[src/rtl/cmwc_map.vh]
// controller constants: reset values, mode codes, masks, counts.
// included by bare name; definitions only.
`ifndef CMWC_MAP_VH
`define CMWC_MAP_VH

// control bit reset values: on-chip oscillator divided by 16
`define CMWC_RST_DIV8          1'h0
`define CMWC_RST_MAIN_STOP     1'h0
`define CMWC_RST_SUB_EN        1'h0
`define CMWC_RST_SUB_CPU       1'h0
`define CMWC_RST_ONCHIP_SRC    1'h1
`define CMWC_RST_PLL_CPU       1'h0
`define CMWC_RST_RATIO         2'h3
`define CMWC_RST_WAIT_STOP     1'h0
`define CMWC_RST_WDT_ONCHIP    1'h0
`define CMWC_RST_PLL_RUN       1'h0
`define CMWC_RST_FREQ          4'h0

// cpu divide ratio codes
`define CMWC_RATIO_DIV1        2'h0
`define CMWC_RATIO_DIV2        2'h1
`define CMWC_RATIO_DIV4        2'h2
`define CMWC_RATIO_DIV16       2'h3

// divider masks: divide by n uses mask n-1
`define CMWC_MASK_DIV1         5'h00
`define CMWC_MASK_DIV2         5'h01
`define CMWC_MASK_DIV4         5'h03
`define CMWC_MASK_DIV8         5'h07
`define CMWC_MASK_DIV16        5'h0F
`define CMWC_MASK_DIV32        5'h1F

// bit positions of the one-hot mode output, then its width
`define CMWC_MODE_PLL          0
`define CMWC_MODE_HIGH         1
`define CMWC_MODE_MEDIUM       2
`define CMWC_MODE_LOW          3
`define CMWC_MODE_LOWPWR       4
`define CMWC_MODE_ONCHIP       5
`define CMWC_MODE_ONCHIP_LP    6
`define CMWC_MODE_W            7

// wake source channel counts and port width
`define CMWC_TMR_N             8
`define CMWC_SIO_N             5
`define CMWC_PORT_W            16

`endif

[src/rtl/cmwc_tick_div.v]
// cmwc_tick_div: divides a one-cycle source enable by a power of two.
// assumes src_tick_i is a one-cycle core_clk_i enable.
`timescale 1ns/1ns
`include "cmwc_map.vh"

module cmwc_tick_div (
  input  wire       core_clk_i,
  input  wire       srst_i,
  input  wire       src_tick_i,
  input  wire [4:0] mask_i,
  output wire       tick_o
);

  reg  [4:0] cnt_q;
  wire [4:0] cnt_d;

  // free count of source ticks; the mask is applied combinationally, so a change takes effect at once
  assign cnt_d = cnt_q + 5'h01;

  always @(posedge core_clk_i) begin
    if (srst_i) begin
      cnt_q <= 5'h00;
    end else if (src_tick_i) begin
      cnt_q <= cnt_d;
    end
  end

  // pass the tick when the masked low bits are all ones
  assign tick_o = src_tick_i & (&(cnt_q | ~mask_i));

endmodule // cmwc_tick_div

[src/rtl/cmwc_clock_ctrl.v]
// cmwc_clock_ctrl: clock mode select, clock enables and wait mode.
// assumes oscillator ticks are one-cycle core_clk_i enables, interrupts arrive
// already qualified by priority and global enable, and control writes are a
// one-cycle strobe carrying all fields.
`timescale 1ns/1ns
`include "cmwc_map.vh"

// Function
// (RULE1) low power mode: main oscillator off, cpu on sub clock, only sub tap runs
// (RULE2) main stop write in low-speed enters low power and forces div8 select
// (RULE3) software leaves div8 select alone in low power mode
// (RULE4) on-chip mode: cpu from on-chip oscillator divided 1..16, peripherals too
// (RULE5) on-chip oscillator frequency comes from four-bit select field
// (RULE6) software sets div8 select before leaving on-chip mode for main clock
// (RULE7) on-chip low power: main off, same cpu divides, peripherals from on-chip
// (RULE8) pll, high and medium speed modes decoded from select and ratio bits
// (RULE9) on-chip modes need on-chip select set and sub cpu select clear; the illegal-set fallback also gives on-chip low power without them
// (RULE10) wait stops cpu and watchdog unless watchdog uses on-chip oscillator
// (RULE11) wait with peripheral stop bit gates divided clocks, sub tap keeps running
// (RULE12) wait is entered only by the halt instruction
// (RULE13) software moves cpu off the pll before halting
// (RULE14) port levels held at their pre-wait values during wait
// (RULE15) wait ends on reset, nmi or enabled peripheral interrupt
// (RULE16) software masks peripheral priorities when only reset or nmi should wake
// (RULE17) peripheral stop bit limits wake-ups to externally clocked peripherals
// (RULE18) nmi, key and pin always wake; i2c, timer s, converter only with clocks on
// (RULE19) timers wake always with clocks on, else event mode or sub tap source
// (RULE20) serial wakes with any clocking when clocks on, else external clock only
// (RULE21) software sets priorities, global enable and peripheral before halting
// (RULE22) wake resumes with the same cpu source and divider as before halt
// (RULE23) cpu clock released on a clean edge of the selected source
// (RULE24) illegal control bit sets never pick a stopped oscillator
module cmwc_clock_ctrl (
  input  wire                      core_clk_i,
  input  wire                      srst_i,
  // control write strobe and fields
  input  wire                      cc_wr_i,
  input  wire                      wr_div8_select_i,
  input  wire                      wr_main_osc_stop_i,
  input  wire                      wr_sub_osc_enable_i,
  input  wire                      wr_sub_cpu_source_select_i,
  input  wire                      wr_onchip_source_select_i,
  input  wire                      wr_pll_cpu_select_i,
  input  wire [1:0]                wr_cpu_divide_ratio_i,
  input  wire                      wr_wait_periph_clock_stop_i,
  input  wire                      wr_watchdog_onchip_source_i,
  input  wire                      wr_pll_run_enable_i,
  input  wire [3:0]                wr_onchip_freq_select_i,
  // oscillator ticks
  input  wire                      main_tick_i,
  input  wire                      sub_tick_i,
  input  wire                      onchip_tick_i,
  input  wire                      pll_tick_i,
  // cpu and wake sources
  input  wire                      halt_i,
  input  wire                      nmi_i,
  input  wire                      key_irq_i,
  input  wire                      ext_pin_irq_i,
  input  wire                      i2c_irq_i,
  input  wire                      timer_s_irq_i,
  input  wire                      adc_irq_i,
  input  wire                      adc_single_mode_i,
  input  wire [`CMWC_TMR_N-1:0]    tmr_irq_i,
  input  wire [`CMWC_TMR_N-1:0]    tmr_event_mode_i,
  input  wire [`CMWC_TMR_N-1:0]    tmr_sub_tap_src_i,
  input  wire [`CMWC_SIO_N-1:0]    sio_irq_i,
  input  wire [`CMWC_SIO_N-1:0]    sio_ext_clk_i,
  input  wire [`CMWC_PORT_W-1:0]   port_level_i,
  // control bit read-back
  output wire                      div8_select_o,
  output wire                      main_osc_stop_o,
  output wire                      sub_osc_enable_o,
  output wire                      sub_cpu_source_select_o,
  output wire                      onchip_source_select_o,
  output wire                      pll_cpu_select_o,
  output wire [1:0]                cpu_divide_ratio_o,
  output wire                      wait_periph_clock_stop_o,
  output wire                      watchdog_onchip_source_o,
  output wire                      pll_run_enable_o,
  output wire [3:0]                onchip_freq_select_o,
  // oscillator controls
  output wire                      main_osc_run_o,
  output wire                      sub_osc_run_o,
  output wire                      onchip_osc_run_o,
  // clock enables
  output reg                       cpu_clk_en_o,
  output reg                       wdt_clk_en_o,
  output reg  [3:0]                periph_clk_en_o,
  output reg  [3:0]                sio_clk_en_o,
  output reg                       converter_clock_en_o,
  output reg                       sub_clock_tap_en_o,
  // status
  output wire [`CMWC_MODE_W-1:0]   mode_o,
  output wire                      wait_o,
  output reg  [`CMWC_PORT_W-1:0]   port_level_o
);

  // wait state machine, one-hot
  localparam [2:0] ST_RUN    = 3'h1;
  localparam [2:0] ST_WAIT   = 3'h2;
  localparam [2:0] ST_RESUME = 3'h4;

  reg        div8_q;
  reg        main_stop_q;
  reg        sub_en_q;
  reg        sub_cpu_q;
  reg        onchip_src_q;
  reg        pll_cpu_q;
  reg  [1:0] ratio_q;
  reg        wait_stop_q;
  reg        wdt_onchip_q;
  reg        pll_run_q;
  reg  [3:0] freq_q;
  reg  [2:0] state_q;
  reg  [2:0] state_d;
  reg  [`CMWC_MODE_W-1:0] mode;
  reg        cpu_src_tick;
  reg  [4:0] cpu_mask;
  reg        per_src_tick;
  reg        div8_d;
  wire       cpu_tick;
  wire [3:0] per_tick;
  wire       sub_tap_tick;
  wire       wake;
  wire       wr_ok;
  wire [`CMWC_TMR_N-1:0] tmr_wake;
  wire [`CMWC_SIO_N-1:0] sio_wake;

  // mode from control bits alone; illegal sets fall back to a live source
  always @* begin
    mode = {`CMWC_MODE_W{1'b0}};
    if (sub_cpu_q && sub_en_q) begin
      if (main_stop_q)
        mode[`CMWC_MODE_LOWPWR] = 1'b1; // RULE1
      else
        mode[`CMWC_MODE_LOW] = 1'b1; // RULE2
    end else if (onchip_src_q && !sub_cpu_q) begin
      if (main_stop_q)
        mode[`CMWC_MODE_ONCHIP_LP] = 1'b1; // RULE9
      else
        mode[`CMWC_MODE_ONCHIP] = 1'b1; // RULE9
    end else if (main_stop_q || sub_cpu_q) begin
      // main stopped or sub off: on-chip is the safe pick
      mode[`CMWC_MODE_ONCHIP_LP] = 1'b1; // RULE24
    end else if (pll_cpu_q && pll_run_q) begin
      mode[`CMWC_MODE_PLL] = 1'b1; // RULE8
    end else if (div8_q || ratio_q != `CMWC_RATIO_DIV1) begin
      mode[`CMWC_MODE_MEDIUM] = 1'b1; // RULE8
    end else begin
      // pll selected but not running is a dead clock; stay on main
      mode[`CMWC_MODE_HIGH] = 1'b1; // RULE24
    end
  end

  // cpu divide mask; div8 select overrides the ratio
  always @* begin
    if (div8_q)
      cpu_mask = `CMWC_MASK_DIV8;
    else begin
      case (ratio_q)
        `CMWC_RATIO_DIV1: cpu_mask = `CMWC_MASK_DIV1;
        `CMWC_RATIO_DIV2: cpu_mask = `CMWC_MASK_DIV2;
        `CMWC_RATIO_DIV4: cpu_mask = `CMWC_MASK_DIV4;
        default:          cpu_mask = `CMWC_MASK_DIV16;
      endcase
    end
  end

  // cpu and peripheral source selection per mode
  always @* begin
    cpu_src_tick = 1'b0;
    per_src_tick = 1'b0;
    if (mode[`CMWC_MODE_LOW] || mode[`CMWC_MODE_LOWPWR]) begin
      cpu_src_tick = sub_tick_i; // RULE1
      if (mode[`CMWC_MODE_LOW])
        per_src_tick = onchip_src_q ? onchip_tick_i : main_tick_i;
    end else if (mode[`CMWC_MODE_ONCHIP] || mode[`CMWC_MODE_ONCHIP_LP]) begin
      cpu_src_tick = onchip_tick_i; // RULE4
      per_src_tick = onchip_tick_i; // RULE7
    end else if (mode[`CMWC_MODE_PLL]) begin
      cpu_src_tick = pll_tick_i; // RULE8
      per_src_tick = pll_tick_i;
    end else begin
      cpu_src_tick = main_tick_i; // RULE8
      per_src_tick = main_tick_i;
    end
  end

  // pll and sub clock undivided; main and on-chip use the mask
  cmwc_tick_div u_cpu_div (
    .core_clk_i (core_clk_i),
    .srst_i     (srst_i),
    .src_tick_i (cpu_src_tick),
    .mask_i     ((mode[`CMWC_MODE_PLL] | mode[`CMWC_MODE_LOW] | mode[`CMWC_MODE_LOWPWR]) ?
                 `CMWC_MASK_DIV1 : cpu_mask),
    .tick_o     (cpu_tick)
  );

  // peripheral taps divide by 1, 2, 8 and 32
  genvar gi;
  generate
    for (gi = 0; gi < 4; gi = gi + 1) begin : g_per
      cmwc_tick_div u_per_div (
        .core_clk_i (core_clk_i),
        .srst_i     (srst_i),
        .src_tick_i (per_src_tick),
        .mask_i     ((gi == 0) ? `CMWC_MASK_DIV1 : (gi == 1) ? `CMWC_MASK_DIV2 :
                     (gi == 2) ? `CMWC_MASK_DIV8 : `CMWC_MASK_DIV32),
        .tick_o     (per_tick[gi])
      );
    end
  endgenerate

  // sub clock tap runs whenever the sub oscillator does, wait or not
  cmwc_tick_div u_sub_div (
    .core_clk_i (core_clk_i),
    .srst_i     (srst_i),
    .src_tick_i (sub_tick_i & sub_en_q),
    .mask_i     (`CMWC_MASK_DIV32),
    .tick_o     (sub_tap_tick)
  );

  // timer and serial wake qualification per channel
  generate
    for (gi = 0; gi < `CMWC_TMR_N; gi = gi + 1) begin : g_tmr
      assign tmr_wake[gi] = tmr_irq_i[gi] &
                            (!wait_stop_q | tmr_event_mode_i[gi] | tmr_sub_tap_src_i[gi]); // RULE19
    end
    for (gi = 0; gi < `CMWC_SIO_N; gi = gi + 1) begin : g_sio
      assign sio_wake[gi] = sio_irq_i[gi] & (!wait_stop_q | sio_ext_clk_i[gi]); // RULE20
    end
  endgenerate

  // internally clocked sources count only while peripheral clocks stay on
  assign wake = nmi_i | key_irq_i | ext_pin_irq_i | (|tmr_wake) | (|sio_wake) | // RULE18
                (!wait_stop_q & (i2c_irq_i | timer_s_irq_i |
                                 (adc_irq_i & adc_single_mode_i))); // RULE17

  // writes land only while the cpu runs
  assign wr_ok = cc_wr_i & state_q[0];

  // div8 select: forced on entry to low power from low-speed mode, frozen while there
  always @* begin
    div8_d = div8_q;
    if (wr_ok) begin
      if (mode[`CMWC_MODE_LOW] && wr_main_osc_stop_i)
        div8_d = 1'b1; // RULE2
      else if (!mode[`CMWC_MODE_LOWPWR])
        div8_d = wr_div8_select_i; // RULE3
    end
  end

  // control bits, held through wait so wake resumes as before halt
  always @(posedge core_clk_i) begin
    if (srst_i) begin
      div8_q       <= `CMWC_RST_DIV8;
      main_stop_q  <= `CMWC_RST_MAIN_STOP;
      sub_en_q     <= `CMWC_RST_SUB_EN;
      sub_cpu_q    <= `CMWC_RST_SUB_CPU;
      onchip_src_q <= `CMWC_RST_ONCHIP_SRC;
      pll_cpu_q    <= `CMWC_RST_PLL_CPU;
      ratio_q      <= `CMWC_RST_RATIO;
      wait_stop_q  <= `CMWC_RST_WAIT_STOP;
      wdt_onchip_q <= `CMWC_RST_WDT_ONCHIP;
      pll_run_q    <= `CMWC_RST_PLL_RUN;
      freq_q       <= `CMWC_RST_FREQ;
    end else if (wr_ok) begin // RULE22
      div8_q       <= div8_d;
      main_stop_q  <= wr_main_osc_stop_i;
      sub_en_q     <= wr_sub_osc_enable_i;
      sub_cpu_q    <= wr_sub_cpu_source_select_i;
      onchip_src_q <= wr_onchip_source_select_i;
      pll_cpu_q    <= wr_pll_cpu_select_i;
      ratio_q      <= wr_cpu_divide_ratio_i;
      wait_stop_q  <= wr_wait_periph_clock_stop_i;
      wdt_onchip_q <= wr_watchdog_onchip_source_i;
      pll_run_q    <= wr_pll_run_enable_i;
      freq_q       <= wr_onchip_freq_select_i; // RULE5
    end
  end

  // wait sequencing
  always @* begin
    case (state_q)
      ST_RUN:    state_d = halt_i ? ST_WAIT : ST_RUN; // RULE12
      ST_WAIT:   state_d = wake ? ST_RESUME : ST_WAIT; // RULE15
      // release only on a divided cpu tick so the first cpu pulse is a whole period
      ST_RESUME: state_d = cpu_tick ? ST_RUN : ST_RESUME; // RULE23
      default:   state_d = ST_RUN;
    endcase
  end

  always @(posedge core_clk_i) begin
    if (srst_i) begin
      state_q <= ST_RUN; // RULE15
    end else begin
      state_q <= state_d;
    end
  end

  // port levels follow the core while running and freeze across wait
  always @(posedge core_clk_i) begin
    if (srst_i) begin
      port_level_o <= {`CMWC_PORT_W{1'b0}};
    end else if (state_q[0] && !halt_i) begin
      port_level_o <= port_level_i; // RULE14
    end
  end

  // registered clock enables
  always @(posedge core_clk_i) begin
    if (srst_i) begin
      cpu_clk_en_o         <= 1'b0;
      wdt_clk_en_o         <= 1'b0;
      periph_clk_en_o      <= 4'h0;
      sio_clk_en_o         <= 4'h0;
      converter_clock_en_o <= 1'b0;
      sub_clock_tap_en_o   <= 1'b0;
    end else begin
      cpu_clk_en_o         <= cpu_tick & state_q[0]; // RULE10
      wdt_clk_en_o         <= wdt_onchip_q ? onchip_tick_i : (cpu_tick & state_q[0]); // RULE10
      periph_clk_en_o      <= (wait_stop_q && !state_q[0]) ? 4'h0 : per_tick; // RULE11
      sio_clk_en_o         <= (wait_stop_q && !state_q[0]) ? 4'h0 : per_tick; // RULE11
      converter_clock_en_o <= per_src_tick & !(wait_stop_q && !state_q[0]); // RULE11
      sub_clock_tap_en_o   <= sub_tap_tick; // RULE11
    end
  end

  // oscillator run controls; wait changes none of them
  assign main_osc_run_o   = !main_stop_q; // RULE1
  assign sub_osc_run_o    = sub_en_q;
  assign onchip_osc_run_o = onchip_src_q | wdt_onchip_q | mode[`CMWC_MODE_ONCHIP_LP]; // RULE24

  assign div8_select_o            = div8_q;
  assign main_osc_stop_o          = main_stop_q;
  assign sub_osc_enable_o         = sub_en_q;
  assign sub_cpu_source_select_o  = sub_cpu_q;
  assign onchip_source_select_o   = onchip_src_q;
  assign pll_cpu_select_o         = pll_cpu_q;
  assign cpu_divide_ratio_o       = ratio_q;
  assign wait_periph_clock_stop_o = wait_stop_q;
  assign watchdog_onchip_source_o = wdt_onchip_q;
  assign pll_run_enable_o         = pll_run_q;
  assign onchip_freq_select_o     = freq_q; // RULE5
  assign mode_o                   = mode;
  assign wait_o                   = !state_q[0];

endmodule // cmwc_clock_ctrl

[config.mk]
export PLATFORM = sky130hd
export DESIGN_NAME = cmwc_clock_ctrl
export DESIGN_NICKNAME = d
export VERILOG_FILES = /design/src/rtl/cmwc_tick_div.v /design/src/rtl/cmwc_clock_ctrl.v
export VERILOG_INCLUDE_DIRS = /design/src /design/src/rtl
export SDC_FILE = /design/constraint.sdc
export NUM_CORES = 1
export LEC_CHECK = 0
export ABC_AREA = 1
export BUFFER_PORTS_ARGS = -buffer_cell sky130_fd_sc_hd__clkbuf_2
export CAP_MARGIN = 0
export CORE_ASPECT_RATIO = 0.5
export CORE_MARGIN = 4
export CORE_UTILIZATION = 41
export CTS_CLUSTER_SIZE = 12
export DETAILED_ROUTE_END_ITERATION = 8
export GPL_TIMING_DRIVEN = 0
export MAX_ROUTING_LAYER = met4
export PLACE_DENSITY = 0.78
export REMOVE_ABC_BUFFERS = 1
export SKIP_LAST_GASP = 1
export SLEW_MARGIN = 20
export SYNTH_ARGS = -nofsm -noshare
export SYNTH_HDL_FRONTEND = slang
export SYNTH_SLANG_ARGS = --single-unit
[constraint.sdc]
create_clock -name core_clk_i -period 1.4 [get_ports core_clk_i]
set_clock_uncertainty 0.05 [all_clocks]
set_input_delay 0.07 -clock core_clk_i [delete_from_list [all_inputs] [get_ports core_clk_i]]
set_output_delay 0.07 -clock core_clk_i [all_outputs]
set_load 0.05 [all_outputs]
==> results.py <==
metrics = {
    "run_status": {
        "outcome": "finished with violations",
        "violations": "DRC, setup timing",
    },
    "place": {
        "pre_cts_slack_ps": -750,
        "gp_congestion": 0.818,
        "placement.io_buffers": 133,
        "dp_hpwl_um": 5050,
    },
    "sta": {
        "worst_slack_ps": -105,
        "slew_headroom": 0.605,
        "tightest_slew_ps": 591,
        "hold_viol": 0,
        "setup_violations": 26,
        "maxSlewViolCount": 0,
        "period_needed_ps": 1500,
        "max_freq_mhz": 664,
        "setup-tns-final_ps": -1650,
        "rsz0062_at_grt": "yes",
        "min_period_over_period": 1.07,
    },
    "floorplan": {
        "die_w_um": 123,
        "io_pins": 134,
        "start_util": 0.436,
        "die_h_um": 65.6,
        "die-area_um2": 8070,
        "coreArea_um2": 6230,
        "fp-row-count": 20,
    },
    "clock_network": {
        "clkSlewWorstSetupHoldPaths_ps": 60,
        "cts_buffers": 9,
        "htreeDepth": 3,
        "root_buffer": "clkbuf_16",
        "cts_sinks": 60,
        "ctsLongestPathBuffers": 2,
        "insertion_delay_ps": 330,
        "cts_tree": "yes",
    },
    "global_route": {
        "grt_pass1_vias": 3145,
        "track_usage": 0.239,
        "gr-total-overflow": 0,
        "grt_antenna_before_repair": 0,
        "grt_max_degree": 47,
        "grt_pass1_wl_um": 14600,
    },
    "finish": {
        "multiInputGateArea_um2": 1380,
        "fillers": 411,
        "n_antenna_cell": 0,
        "areaGrowthSynthToFinish_pct": 60.8,
        "drive_gt1_frac": 0.375,
        "layout.nets": 648,
        "seqCellArea_um2": 1220,
    },
    "worst_setup_path": {
        "worstSetupStartpointType": "flip-flop",
        "cp_max_fo": 10,
        "cp-startpoint": "main_osc_stop_o",
        "required_ps": 1570,
        "r2r-start": "main_osc_stop_o",
        "cpPeakStageDelay_ps": 350,
        "cp-end-kind": "flip-flop",
        "reg2reg_depth": 9,
        "cp_cell_sequence": "nor2_4, buf_6, nand4_1, nand2_1, nand2_4, nand2_4, nand3_1, nand2_1, nor2_1",
        "crit_type": "flip-flop to flip-flop",
        "r2r_slack_ps": -100,
        "reg2reg_to": "u_cpu_div.cnt_q[2]",
        "cp_slowest_cell": "dfxtp_4",
        "critPathArrivalTime_ps": 1670,
    },
    "power": {
        "leakagePower_nw": 2.18,
        "peakVddDrop_uv": 705,
        "power_density_nw_per_um2": 1390,
    },
    "route": {
        "num_vias": 3394,
        "drt-pass1-iter-count": 6,
        "drtIter0Drc": 246,
        "vias_per_cell": 5.19,
        "drc": 1,
        "post_drt_wl_per_cell_um": 16.4,
        "wl_um": 10800,
        "drtAntennaViolNets": 0,
    },
    "yosys": {
        "synth_edf_count": 0,
        "yosys.area_share.simple": 0.285,
        "synthCells": 386,
        "synth_top_family_by_area": "simple AND/OR/NAND/NOR gates",
        "ys.flop_type": "dfxtp_1",
        "async_reset_ff_frac": 0,
        "yosysUniqueCellTypes": 28,
        "synth_seq_cells": 60,
        "syn-cell-area_um2": 2720,
        "synth.area.mux_share": 0,
        "ys_seq_area_frac": 0.442,
        "avgSynthCellArea_um2": 7.04,
        "synth_xor_area_frac": 0.00322,
        "yosysWarnings": 0,
        "synthAdderAreaFrac": 0.0322,
        "synth_compound_area_frac": 0.140,
    },
    "run": {
        "drv_cap": 0,
    },
    "min_path": {
        "hp-start": "onchip_tick_i",
        "hold_depth": 3,
        "min_to": "wdt_clk_en_o",
        "hold_class": "input port to flip-flop",
    },
}
==> Yosys cell counts, types with 2 or more instances <==
cell type | instances | share of area
a21oi_1 | 16 | 0.029
nor3_1 | 6 | 0.011
o21ai_1 | 4 | 0.0074
ha_1 | 7 | 0.032
nand2_2 | 5 | 0.012
clkbuf_1 | 7 | 0.0097
nor2_1 | 93 | 0.13
o211ai_1 | 2 | 0.0055
inv_2 | 3 | 0.0041
buf_4 | 6 | 0.017
nor2_4 | 2 | 0.0083
inv_1 | 40 | 0.055
a21oi_2 | 3 | 0.0097
nand3_1 | 13 | 0.024
buf_6 | 2 | 0.0083
nand4_1 | 2 | 0.0046
o21ai_0 | 42 | 0.077
dfxtp_1 | 60 | 0.44
nand2_1 | 64 | 0.088
==> where the power goes <==
part / internal, mW / switching (mW) / total, mW / leakage (nW)
combinational: 0.482 / 1.03 / 1.51 / 1.53
sequential: 1.87 / 0.129 / 1.99 / 0.497
clock: 1.73 / 0.830 / 2.56 / 0.161
total: 4.08 / 1.98 / 6.06 / 2.18
==> cell families after synthesis <==
family / Yosys count
AOI/OAI and AO/OA: 70
xor gates and xnor gates: 1
DFF: 60
and+or+nand+nor: 188
buffers and inverters: 60
adders and majority gates: 7
==> worst max path at each step <==
| stage | slack, ps | to | depth (start not counted) |
|---|---|---|---|
| 2_1_floorplan | -860 | onchip_osc_run_o | 5 |
| 3_3_place_gp | -780 | port_level_o[10] | 5 |
| 3_5_place_dp | -750 | port_level_o[13] | 5 |
| 4_1_cts | -40 | mode_o[5] | 5 |
| 5_1_grt | -190 | g_per[3].u_per_div.cnt_q[0] | 10 |
| 6_report | -100 | u_cpu_div.cnt_q[2] | 9 |
==> final cells by class <==
class,count,area share
multi-input combinational,267,0.315
timing repair buffer,179,0.263
inverter,44,0.0404
clock buffer,9,0.0515
sequential,60,0.279
clock inverter,7,0.0263
tap,88,0.0252
==> cell usage in the layout (no fill, tap or decap), types with 5 or more instances in the layout <==
cell type / Yosys / layout
nand2_1: 64 / 60
a21oi_2: 3 / 5
dlygate4sd3_1: 0 / 31
inv_2: 3 / 7
buf_4: 6 / 14
nor2_1: 93 / 87
nand3_1: 13 / 13
nor3_1: 6 / 5
clkbuf_16: 0 / 9
ha_1: 7 / 6
o21ai_0: 42 / 40
inv_1: 40 / 33
dfxtp_1: 60 / 53
nand2_4: 1 / 6
clkbuf_2: 0 / 125
a21oi_1: 16 / 13
==> metrics by stage <==
| step | hold WS [ps] | area [um^2] | instances | util | total power [mW] |
|---|---|---|---|---|---|
| after floorplan | 82.4 | 2620 | 370 | - | 2.83 |
| after global placement | 223 | 3390 | 591 | 0.545 | 3.16 |
| after detailed placement | 228 | 3390 | 591 | 0.545 | 3.18 |
| after CTS | 6.89 | 4230 | 647 | 0.679 | 5.84 |
| after global routing | 58.0 | 4370 | 654 | 0.701 | 6.27 |
| final | 12.4 | 4370 | 654 | 0.701 | 6.06 |
==> sequential cells by signal (all words and copies together) (netlist names) <==
name and count:
sub_cpu_source_select_o 1, u_cpu_div.cnt_q 4, sub_clock_tap_en_o 1, cpu_clk_en_o 1
sub_osc_enable_o 1, cpu_divide_ratio_o 2, sio_clk_en_o 4, watchdog_onchip_source_o 1
main_osc_stop_o 1, div8_select_o 1, port_level_o 16, g_per.u_per_div.cnt_q 9
u_sub_div.cnt_q 5, onchip_source_select_o 1, wait_periph_clock_stop_o 1, wdt_clk_en_o 1
pll_cpu_select_o 1, state_q 3, onchip_freq_select_o 4, pll_run_enable_o 1
converter_clock_en_o 1
==> critical path: cells and delay by family, from the launching register on <==
family	cells	cell delay (ps)
simple gates	8	840
flops	1	350
buf+inv	1	140
==> repair_timing <==
item,in CTS,in global routing
hold buffers,31,0
buffers inserted,8,7
gates cloned,1,0
resized for setup,37,35
endpoints found under the hold margin,31,0
pin swaps,8,5
endpoints found under the setup margin,64,49
==> metal layers <==
metal,vias up,GRT usage,share of wire
li1,1583,-,-
met2,208,0.434,0.49
met4,0,0.132,0.058
met1,1527,0.237,0.37
met5,-,-,0
met3,76,0.0628,0.076
(Power assumes the default switching activity.)
